[src/rwd_pkg.sv]
package rwd_pkg;
    // register addresses
    localparam logic [7:0] ADDR_CENTURY = 8'h03;
    localparam logic [7:0] ADDR_CONTROL = 8'h08;
    localparam logic [7:0] ADDR_WDOG = 8'h09;
    localparam logic [7:0] ADDR_ALARM_MONTH = 8'h0A;
    localparam logic [7:0] ADDR_FLAGS = 8'h0F;
    localparam logic [7:0] ADDR_WAVE = 8'h13;
    localparam logic [7:0] ADDR_HALT = 8'h01;
    localparam logic [7:0] ADDR_ALARM_HOUR = 8'h0C;
    // field positions
    localparam int CEN_ENABLE_BIT = 7;
    localparam int CEN_BIT = 6;
    localparam int CTL_OUT_BIT = 7;
    localparam int CTL_FT_BIT = 6;
    localparam int AM_AFE_BIT = 7;
    localparam int AM_SQUARE_WAVE_ENABLE_BIT = 6;
    localparam int AM_ABE_BIT = 5;
    localparam int FLG_WDF_BIT = 7;
    localparam int FLG_AF_BIT = 6;
    localparam int HALT_OSC_BIT = 7;
    localparam int HOUR_FREEZE_BIT = 6;
    localparam int WAVE_RS_LSB = 4;
    localparam int WD_MULT_LSB = 2;
    // reset values on first power-up
    localparam logic [7:0] RST_CONTROL = 8'h80;
    localparam logic [7:0] RST_WDOG = 8'h00;
    localparam logic [7:0] RST_ALARM_MONTH = 8'h00;
    localparam logic [7:0] RST_HALT = 8'h80;
    localparam logic [7:0] RST_HOUR = 8'h40;
    // timebase: oscillator tick counts
    localparam int OSC_HZ = 32768;
    localparam int SYS_HZ = 100000000;
    localparam int DIV_W = 15;
    localparam int FT_DIV_BIT = 5;
    // 1/16 s tick is bit 11 of the oscillator divider, ticks per resolution unit
    localparam logic [7:0] RES_TICKS_0 = 8'h01;
    localparam logic [7:0] RES_TICKS_1 = 8'h04;
    localparam logic [7:0] RES_TICKS_2 = 8'h10;
    localparam logic [7:0] RES_TICKS_3 = 8'h40;
    localparam int SIXTEENTH_BIT = 11;
endpackage

[src/rwd_reg_mem.sv]
`timescale 1ns/10ps
// small register store with registered read data
module rwd_reg_mem #(
    parameter int AW = 5,
    parameter int DW = 8
) (
    // clock
    input wire logic sys_clk,
    // write side
    input wire logic wr_en,
    input wire logic [AW-1:0] wr_addr,
    input wire logic [DW-1:0] wr_data,
    // read side
    input wire logic [AW-1:0] rd_addr,
    output logic [DW-1:0] rd_data
);
    logic [DW-1:0] mem_ff [0:(1<<AW)-1];
    always_ff @(posedge sys_clk) begin
        if (wr_en) begin
            mem_ff[wr_addr] <= wr_data;
        end
        rd_data <= mem_ff[rd_addr];
    end
endmodule

[src/rwd_watchdog_top.sv]
`timescale 1ns/10ps
module rwd_watchdog_top
    import rwd_pkg::*;
(
    // system
    input wire logic sys_clk,
    input wire logic rst,
    // power state: first power-up versus retained backup
    input wire logic backup_valid,
    // 32768 Hz oscillator, asynchronous
    input wire logic osc_clk,
    // register port from the serial engine
    input wire logic reg_wr,
    input wire logic reg_rd,
    input wire logic [7:0] reg_addr,
    input wire logic [7:0] reg_wdata,
    output logic [7:0] reg_rdata,
    // events from the timekeeping core
    input wire logic century_rollover,
    input wire logic alarm_match,
    // multi-function pin, open drain
    input wire logic multi_function_pin_in,
    output logic multi_function_pin_out,
    output logic multi_function_pin_oe
);
    import rwd_pkg::*;

    // oscillator synchroniser; first stage read only by second
    logic osc_s1_ff, osc_s2_ff, osc_s3_ff;
    logic osc_tick;
    always_ff @(posedge sys_clk or posedge rst) begin
        if (rst) begin
            osc_s1_ff <= 1'b0;
            osc_s2_ff <= 1'b0;
            osc_s3_ff <= 1'b0;
        end else begin
            osc_s1_ff <= osc_clk;
            osc_s2_ff <= osc_s1_ff;
            osc_s3_ff <= osc_s2_ff;
        end
    end
    assign osc_tick = osc_s2_ff & ~osc_s3_ff;

    // registers held in flops because they steer logic
    logic [7:0] century_ff, control_ff, wdog_ff, alarm_ff, halt_ff, hour_ff, wave_ff;
    logic [7:0] nxt_century, nxt_control, nxt_wdog, nxt_alarm, nxt_halt, nxt_hour, nxt_wave;
    logic wdf_ff, af_ff, nxt_wdf, nxt_af;
    logic [DIV_W-1:0] div_ff, nxt_div;
    logic [12:0] wd_cnt_ff, nxt_wd_cnt;
    logic wd_run_ff, nxt_wd_run;
    logic pin_low_ff, nxt_pin_low;
    logic [7:0] rdata_ff, nxt_rdata;
    logic init_ff, nxt_init;
    logic [1:0] flag_view_ff, nxt_flag_view;

    logic pin_sync1_ff, pin_sync2_ff;
    always_ff @(posedge sys_clk or posedge rst) begin
        if (rst) begin
            pin_sync1_ff <= 1'b0;
            pin_sync2_ff <= 1'b0;
        end else begin
            pin_sync1_ff <= multi_function_pin_in;
            pin_sync2_ff <= pin_sync1_ff;
        end
    end

    // plain storage for the rest of the map
    logic [7:0] mem_rdata;
    logic [7:0] rd_addr_q_ff;
    rwd_reg_mem #(.AW(5), .DW(8)) u_mem (
        .sys_clk(sys_clk),
        .wr_en(reg_wr),
        .wr_addr(reg_addr[4:0]),
        .wr_data(reg_wdata),
        .rd_addr(reg_addr[4:0]),
        .rd_data(mem_rdata)
    );

    function automatic logic [7:0] res_ticks(input logic [1:0] rb);
        logic [7:0] t;
        t = RES_TICKS_0;
        unique case (rb)
            2'b00: t = RES_TICKS_0;
            2'b01: t = RES_TICKS_1;
            2'b10: t = RES_TICKS_2;
            2'b11: t = RES_TICKS_3;
        endcase
        return t;
    endfunction

    // divider tap for a square-wave rate code
    function automatic logic wave_bit(input logic [3:0] rs, input logic [DIV_W-1:0] d,
                                      input logic osc);
        logic w;
        w = 1'b0;
        if (rs == 4'h1) begin
            w = osc;
        end else if (rs != 4'h0) begin
            w = d[rs - 4'h1];
        end
        return w;
    endfunction

    logic [3:0] rate_sel;
    logic square_wave_enable, afe, ft, out_lvl, wd_prog, sixteenth_tick, osc_running;
    logic wave_lvl, ft_lvl;
    assign rate_sel = wave_ff[WAVE_RS_LSB +: 4];
    assign square_wave_enable = alarm_ff[AM_SQUARE_WAVE_ENABLE_BIT];
    assign afe = alarm_ff[AM_AFE_BIT];
    assign ft = control_ff[CTL_FT_BIT];
    assign out_lvl = control_ff[CTL_OUT_BIT];
    assign wd_prog = (wdog_ff != 8'h00);
    assign osc_running = ~halt_ff[HALT_OSC_BIT];
    assign sixteenth_tick = osc_tick && (div_ff[SIXTEENTH_BIT-1:0] == '1);
    assign wave_lvl = wave_bit(rate_sel, div_ff, osc_s3_ff);
    assign ft_lvl = div_ff[FT_DIV_BIT];

    logic wr_wdog, rd_flags;
    assign wr_wdog = reg_wr && (reg_addr == ADDR_WDOG);
    assign rd_flags = reg_rd && (reg_addr == ADDR_FLAGS);

    always_comb begin
        nxt_century = century_ff;
        nxt_control = control_ff;
        nxt_wdog = wdog_ff;
        nxt_alarm = alarm_ff;
        nxt_halt = halt_ff;
        nxt_hour = hour_ff;
        nxt_wave = wave_ff;
        nxt_wdf = wdf_ff;
        nxt_af = af_ff;
        nxt_div = div_ff;
        nxt_wd_cnt = wd_cnt_ff;
        nxt_wd_run = wd_run_ff;
        nxt_init = 1'b0;
        if (osc_tick) begin
            nxt_div = div_ff + 1'b1;
        end
        if (init_ff) begin
            nxt_hour[HOUR_FREEZE_BIT] = 1'b1;
            nxt_control[CTL_FT_BIT] = 1'b0;
            nxt_wdog = RST_WDOG;
            if (!backup_valid) begin
                nxt_control = RST_CONTROL;
                nxt_alarm = RST_ALARM_MONTH;
                nxt_halt = RST_HALT;
                nxt_hour = RST_HOUR;
                nxt_century = 8'h00;
                nxt_wave = 8'h00;
            end
        end else if (reg_wr) begin
            unique case (reg_addr)
                ADDR_CENTURY: nxt_century = reg_wdata;
                ADDR_CONTROL: nxt_control = reg_wdata;
                ADDR_WDOG: nxt_wdog = reg_wdata;
                ADDR_ALARM_MONTH: nxt_alarm = reg_wdata;
                ADDR_HALT: nxt_halt = reg_wdata;
                ADDR_ALARM_HOUR: nxt_hour = reg_wdata;
                ADDR_WAVE: nxt_wave = {reg_wdata[7:4], 4'h0};
                default: ;
            endcase
        end
        if (century_rollover && century_ff[CEN_ENABLE_BIT] &&
            !(reg_wr && reg_addr == ADDR_CENTURY)) begin
            nxt_century[CEN_BIT] = ~century_ff[CEN_BIT];
        end
        if (rd_flags) begin
            nxt_wdf = 1'b0;
            nxt_af = 1'b0;
        end
        if (alarm_match) begin
            nxt_af = 1'b1;
        end
        if (wr_wdog) begin
            nxt_wd_cnt = 13'(reg_wdata[WD_MULT_LSB +: 5] * res_ticks(reg_wdata[1:0]));
            nxt_wd_run = (reg_wdata[WD_MULT_LSB +: 5] != 5'h00);
        end else if (wd_run_ff && sixteenth_tick) begin
            if (wd_cnt_ff <= 13'h0001) begin
                nxt_wd_cnt = 13'h0000;
                nxt_wd_run = 1'b0;
                nxt_wdf = 1'b1;
            end else begin
                nxt_wd_cnt = wd_cnt_ff - 13'h0001;
            end
        end
        if (init_ff) begin
            nxt_wd_run = 1'b0;
            nxt_wd_cnt = 13'h0000;
        end
    end

    // pin source priority
    logic wd_irq_ff, nxt_wd_irq;
    always_comb begin
        nxt_wd_irq = wd_irq_ff;
        if (wd_run_ff && sixteenth_tick && wd_cnt_ff <= 13'h0001 && !wr_wdog) begin
            nxt_wd_irq = 1'b1;
        end
        if ((wr_wdog && reg_wdata == 8'h00) || init_ff) begin
            nxt_wd_irq = 1'b0;
        end
        nxt_pin_low = 1'b0;
        if (square_wave_enable && rate_sel != 4'h0) begin
            nxt_pin_low = ~wave_lvl;
        end else if (afe && !square_wave_enable) begin
            nxt_pin_low = af_ff;
        end else if (wd_prog) begin
            nxt_pin_low = wd_irq_ff;
        end else if (ft && !square_wave_enable) begin
            nxt_pin_low = osc_running ? ~ft_lvl : 1'b0;
        end else if (!square_wave_enable) begin
            nxt_pin_low = ~out_lvl;
        end
        // backed-up controls are stale until the init cycle has run
        if (init_ff) begin
            nxt_pin_low = 1'b0;
        end
        // flags sampled for read before the clear lands
        nxt_flag_view = {wdf_ff, af_ff};
        if (!rd_flags && reg_addr == ADDR_FLAGS) begin
            // hold while the pointer rests on the flags so the clear stays unseen
            nxt_flag_view = flag_view_ff;
        end
        nxt_rdata = mem_rdata;
        unique case (rd_addr_q_ff)
            ADDR_CENTURY: nxt_rdata = century_ff;
            ADDR_CONTROL: nxt_rdata = control_ff;
            ADDR_WDOG: nxt_rdata = wdog_ff;
            ADDR_ALARM_MONTH: nxt_rdata = alarm_ff;
            ADDR_HALT: nxt_rdata = halt_ff;
            ADDR_ALARM_HOUR: nxt_rdata = hour_ff;
            ADDR_WAVE: nxt_rdata = wave_ff;
            ADDR_FLAGS: nxt_rdata = {flag_view_ff, 6'h00};
            default: nxt_rdata = (rd_addr_q_ff > 8'h13) ? 8'h00 : mem_rdata;
        endcase
    end

    // state that a power loss clears
    always_ff @(posedge sys_clk or posedge rst) begin
        if (rst) begin
            wdog_ff <= RST_WDOG;
            wdf_ff <= 1'b0;
            af_ff <= 1'b0;
            div_ff <= '0;
            wd_cnt_ff <= 13'h0000;
            wd_run_ff <= 1'b0;
            wd_irq_ff <= 1'b0;
            pin_low_ff <= 1'b0;
            rdata_ff <= 8'h00;
            rd_addr_q_ff <= 8'h00;
            flag_view_ff <= 2'b00;
            init_ff <= 1'b1;
        end else begin
            wdog_ff <= nxt_wdog;
            wdf_ff <= nxt_wdf;
            af_ff <= nxt_af;
            div_ff <= nxt_div;
            wd_cnt_ff <= nxt_wd_cnt;
            wd_run_ff <= nxt_wd_run;
            wd_irq_ff <= nxt_wd_irq;
            pin_low_ff <= nxt_pin_low;
            rdata_ff <= nxt_rdata;
            rd_addr_q_ff <= reg_addr;
            flag_view_ff <= nxt_flag_view;
            init_ff <= nxt_init;
        end
    end

    // backed-up registers ride through rst; the init cycle picks their value
    always_ff @(posedge sys_clk) begin
        century_ff <= nxt_century;
        control_ff <= nxt_control;
        alarm_ff <= nxt_alarm;
        halt_ff <= nxt_halt;
        hour_ff <= nxt_hour;
        wave_ff <= nxt_wave;
    end

    assign reg_rdata = rdata_ff;
    assign multi_function_pin_out = 1'b0;
    assign multi_function_pin_oe = pin_low_ff;

    wd_res_a: assert property (@(posedge sys_clk) disable iff (rst)
        wr_wdog && reg_wdata == 8'h07 && !init_ff |=> wd_cnt_ff == 13'd64)
        else $error("resolution count wrong");
    wd_mult_a: assert property (@(posedge sys_clk) disable iff (rst)
        wr_wdog && reg_wdata == 8'h0E && !init_ff |=> wd_cnt_ff == 13'd48)
        else $error("multiplier product wrong");
    wd_expire_a: assert property (@(posedge sys_clk) disable iff (rst)
        wd_run_ff && sixteenth_tick && wd_cnt_ff == 13'd1 && !wr_wdog && !init_ff
        |=> wdf_ff && wd_irq_ff)
        else $error("expiry not flagged");
    wd_zero_a: assert property (@(posedge sys_clk) disable iff (rst)
        wr_wdog && reg_wdata == 8'h00 |=> !wd_run_ff && !wd_irq_ff)
        else $error("zero write did not disable");
    flag_clear_a: assert property (@(posedge sys_clk) disable iff (rst)
        rd_flags && !init_ff && !(wd_run_ff && sixteenth_tick) |=> !wdf_ff)
        else $error("flags read did not clear");
    century_hold_a: assert property (@(posedge sys_clk) disable iff (rst)
        !century_ff[CEN_ENABLE_BIT] && !reg_wr |=> $stable(century_ff[CEN_BIT]))
        else $error("century changed while disabled");
    pin_od_a: assert property (@(posedge sys_clk) disable iff (rst)
        multi_function_pin_oe |-> !multi_function_pin_out)
        else $error("pin driven high");
    pin_drive_a: assert property (@(posedge sys_clk) disable iff (rst)
        $past(pin_low_ff, 2) |-> !pin_sync2_ff)
        else $error("pin not pulled low");
    pin_wave_a: assert property (@(posedge sys_clk) disable iff (rst)
        square_wave_enable && rate_sel != 4'h0 && !init_ff |=> multi_function_pin_oe == $past(~wave_lvl))
        else $error("square wave lost priority");
endmodule

[config.mk]
export PLATFORM = sky130hd
export DESIGN_NAME = rwd_watchdog_top
export DESIGN_NICKNAME = d
export VERILOG_FILES = /design/src/rwd_pkg.sv /design/src/rwd_reg_mem.sv /design/src/rwd_watchdog_top.sv
export SDC_FILE = /design/constraint.sdc
export NUM_CORES = 1
export LEC_CHECK = 0
export ABC_AREA = 1
export BUFFER_PORTS_ARGS = -buffer_cell sky130_fd_sc_hd__buf_2
export CORE_MARGIN = 1.5
export CORE_UTILIZATION = 50
export DETAILED_ROUTE_END_ITERATION = 8
export PLACE_DENSITY = 0.68
export SLEW_MARGIN = 20
export SYNTH_ARGS = -nofsm -noshare
export SYNTH_HDL_FRONTEND = slang
export SYNTH_SLANG_ARGS = --single-unit
[constraint.sdc]
create_clock -name sys_clk -period 5.7 [get_ports sys_clk]
set_clock_uncertainty 0.15 [all_clocks]
set_input_delay 0.285 -clock sys_clk [delete_from_list [all_inputs] [get_ports sys_clk]]
set_output_delay 0.285 -clock sys_clk [all_outputs]
set_load 0.02 [all_outputs]
==> metrics.csv <==
stage;metric;value;unit
worst_hold_path;Hold Path End;century_ff[6];
layout;Total Nets Final;1566;
status;status;complete, no violations;
critical_path;worst-path cell chain;dlygate4sd3_1 > buf_2 > inv_1 > nor2_4 > nand2_1 > nor2_1;
sta;crit path time final;3.23;ns
critical_path;CP endpoint kind;flip-flop;
global_route;global-route usage over all layers;23.0;%
die;width of the die;182;um
cts;CTS Hold Bufs;11;
logic_synthesis;count of cell types in the netlist;38;
run;Max-Cap Viols;0;
cts;H-tree levels;2;
cts;CTS tree;yes;
logic_synthesis;Simple-Gate Fraction of Synth Area;19.8;%
power_and_ir_drop;Max IR drop VDD;0.000276;V
critical_path;r2r startpoint;init_ff;
critical_path;Worst EP arrival;3.24;ns
global_route;initial antenna violation count;0;
detailed_routing;DRC viols;0;
logic_synthesis;Area contributors post-synth;edfxtp_1, nand2_1, dfrtp_1;
detailed_routing;post-DR wirelength/cell;19.3;um
sta;worst-margin pin slew;1.11;ns
critical_path;R2R setup slack;3.10;ns
logic_synthesis;Primary FF master, synth;edfxtp_1;
sta;Fin Setup TNS;0;ns
logic_synthesis;register bit count reported by yosys;371;
detailed_routing;DR vias/cell;5.59;
power_and_ir_drop;Power Dens Cells;351;nW/um^2
critical_path;CP Class;primary input to flip-flop;
critical_path;Max stage delay cell, worst path;nor2_1;
logic_synthesis;XOR/XNOR share of the synthesized area;1.09;%
power_and_ir_drop;Switching Share;24.9;%
critical_path;Reg2Reg Depth;2;
place;Port Buffers;32;
logic_synthesis;Compound-Gate Fraction of Synth Area;6.11;%
logic_synthesis;Avg Inst Size Synth;10.9;sq um
die;die area;33200;sq um
logic_synthesis;top cell type's share of synthesized area;56.1;%
sta;Rel. slew slack;25.6;%
logic_synthesis;post-synthesis cell count;1470;
power_and_ir_drop;internal power;4.74;mW
sta;Final Setup Violations;0;
critical_path;startpoint type of the worst setup path;primary input;
die;DIE HEIGHT;182;um
worst_hold_path;hold path start;century_rollover;
cts;number of buffers created by CTS;39;
critical_path;worst endpoint required time;5.71;ns
sta;crit share post-route;56.6;%
die;total core area;31600;sq um
logic_synthesis;adder-cell area share of the yosys netlist;1.98;%
critical_path;reg-to-reg endpoint;alarm_ff[1];
detailed_routing;Total Wirelength;37600;um
global_route;global routing usage on met1;32.3;%
global_route;met2 Usage GRT;36.8;%
global_route;first-pass GRT wire length;58400;um
sta;Slew Limit Fails;0;
detailed_routing;Iter 0 DRT Violations;977;
global_route;largest net degree at the start of global routing;67;
cts;CTS root buf;clkbuf_16;
worst_hold_path;Worst Hold Class;primary input to flip-flop;
critical_path;crit-path max cell delay;0.80;ns
logic_synthesis;synth warn;0;
detailed_routing;via count;10900;
die;Initial Util;50.9;%
layout;n_diodes;0;
logic_synthesis;ys async rst share;17.0;%
logic_synthesis;most frequent cells after synthesis;nand2_1, edfxtp_1, nor2_1;
detailed_routing;antenna violation net count after detailed routing;0;
logic_synthesis;Post-synth EDFFs;300;
place;Cell Area, Placed;16600;sq um
global_route;GR peak layer;met2;
sta;RSZ-0062 raised after global routing;false;
cts;Clk pin slew, worst setup/hold paths;0.06;ns
power_and_ir_drop;part of the power in combinational logic;10.7;%
logic_synthesis;sequential fraction of the synthesis area;67.0;%
layout;P&R area growth vs syn;11.9;%
logic_synthesis;most frequent cell after synthesis;nand2_1;
logic_synthesis;largest family of logic cells by synthesized area;simple AND/OR/NAND/NOR gates;
power_and_ir_drop;leakage;7.21;nW
critical_path;critical-path maximum fanout;34;
global_route;grt total ovfl;0;
cts;post-CTS sizing;0;
cts;Post-CTS Setup Repair Bufs;0;
power_and_ir_drop;Flop pwr share;48.8;%
logic_synthesis;mapped cell area;16100;sq um
place;post-placement setup slack;2.13;ns
sta;fin worst setup slack;2.47;ns
die;Site Rows;65;
power_and_ir_drop;Switch Pwr;1.57;mW
place;post-detail-place hpwl;23600;um
sta;Final Hold Viols;0;
logic_synthesis;post-synthesis mux area share;0;%
cts;Sink Count;371;
cts;clk buf depth;3;
die;I/O pins;35;
global_route;vias in the first global route;10600;
place;gpl congestion;0.930;
layout;post-route cell area;18000;sq um
layout;share of cells above drive strength 1;8.42;%
detailed_routing;Pre-antenna DRT Iters;7;
sta;Highest Clock Rate;0.310;GHz
cts;clk_lat worst skew;0.55;ns
global_route;M3 GR Usage;3.63;%
logic_synthesis;Synth area leader;edfxtp_1;
worst_hold_path;Hold Path Cell Cnt;4;
power_and_ir_drop;Clk pwr share;40.5;%
[power groups by stage]
stage	sequential, mW	clock, mW	combinational [mW]
floorplan	3.12	0	0.466
global placement	3.13	0	0.648
detailed placement	3.13	0	0.663
CTS	3.08	2.58	0.674
global route	3.09	2.69	0.768
finish	3.08	2.56	0.673
[through the flow]
| step | std cells | power [mW] | utilization [%] | hold WS [ns] |
|---|---|---|---|---|
| 3_3_place_gp | 1868 | 3.78 | 52.5 | 0.197 |
| 6_report | 1946 | 6.31 | 56.9 | 0.0742 |
| 5_1_grt | 1946 | 6.55 | 56.9 | 0.0823 |
| 4_1_cts | 1946 | 6.33 | 56.9 | 0.0491 |
| 2_1_floorplan | 1471 | 3.58 | - | 0.166 |
| 3_5_place_dp | 1868 | 3.79 | 52.5 | 0.195 |
[cells by family after synthesis]
| family | count (synthesis) |
|---|---|
| other | 1 |
| AND/OR/NAND/NOR | 757 |
| XOR/XNOR | 20 |
| AO/OA/AOI/OAI | 143 |
| flip-flops | 371 |
| adder cells (fa/ha/maj) | 23 |
| buffers and inverters | 155 |
[layout by cell type, fill, tap and decap left out, drive strengths merged, types with 27 or more instances in the layout]
cell type,Yosys,routed
nor2,166,166
nand3,108,108
inv,106,110
dfrtp,62,62
o21ai,27,27
nand4,29,29
a22oi,96,96
nand2,426,426
clkbuf,15,45
edfxtp,300,300
buf,32,42
[cell type report]
cell class | instances | area, sq um
clock buffers | 45 | 1010
clock inverters | 22 | 273
fillers | 2635 | 13600
inverters | 108 | 408
multi-input cells | 945 | 4680
flip-flops and latches | 371 | 10700
well taps | 402 | 503
repair buffers | 53 | 345
[worst max-delay path by stage]
stage	startpoint	to	slack [ns]	cells past startpoint
after floorplan	reg_wdata[1]	wd_cnt_ff[11]	3.14	17
after global placement	reg_wdata[0]	wd_cnt_ff[11]	2.18	20
after detailed placement	reg_wdata[0]	wd_cnt_ff[11]	2.13	20
after CTS	reg_addr[1]	u_mem.mem_ff[14][0]	2.49	6
after global routing	reg_wdata[0]	wd_cnt_ff[11]	2.37	20
final	reg_addr[1]	u_mem.mem_ff[22][6]	2.47	6
[metal layers]
layer / share of wire, % / vias to the layer above
li1: - / 5152
met1: 43 / 5206
met2: 46 / 429
met3: 7.4 / 83
met4: 2.9 / 0
met5: 0 / -
[state kept, by name, summed over array words and instances, names as in the netlist, 2 cells and up]
name and count:
alarm_ff 8, century_ff 8, control_ff 8, div_ff 15, flag_view_ff 2, halt_ff 8
hour_ff 8, rd_addr_q_ff 8, reg_rdata 8, u_mem.mem_ff 256, u_mem.rd_data 8, wave_ff 4
wd_cnt_ff 13, wdog_ff 8
[critical path, delay by kind of cell]
family | cells | cell delay, ns
buffers and inverters | 3 | 0.79
AND/OR/NAND/NOR | 3 | 2.16
Power figures use the tool's default switching activity.
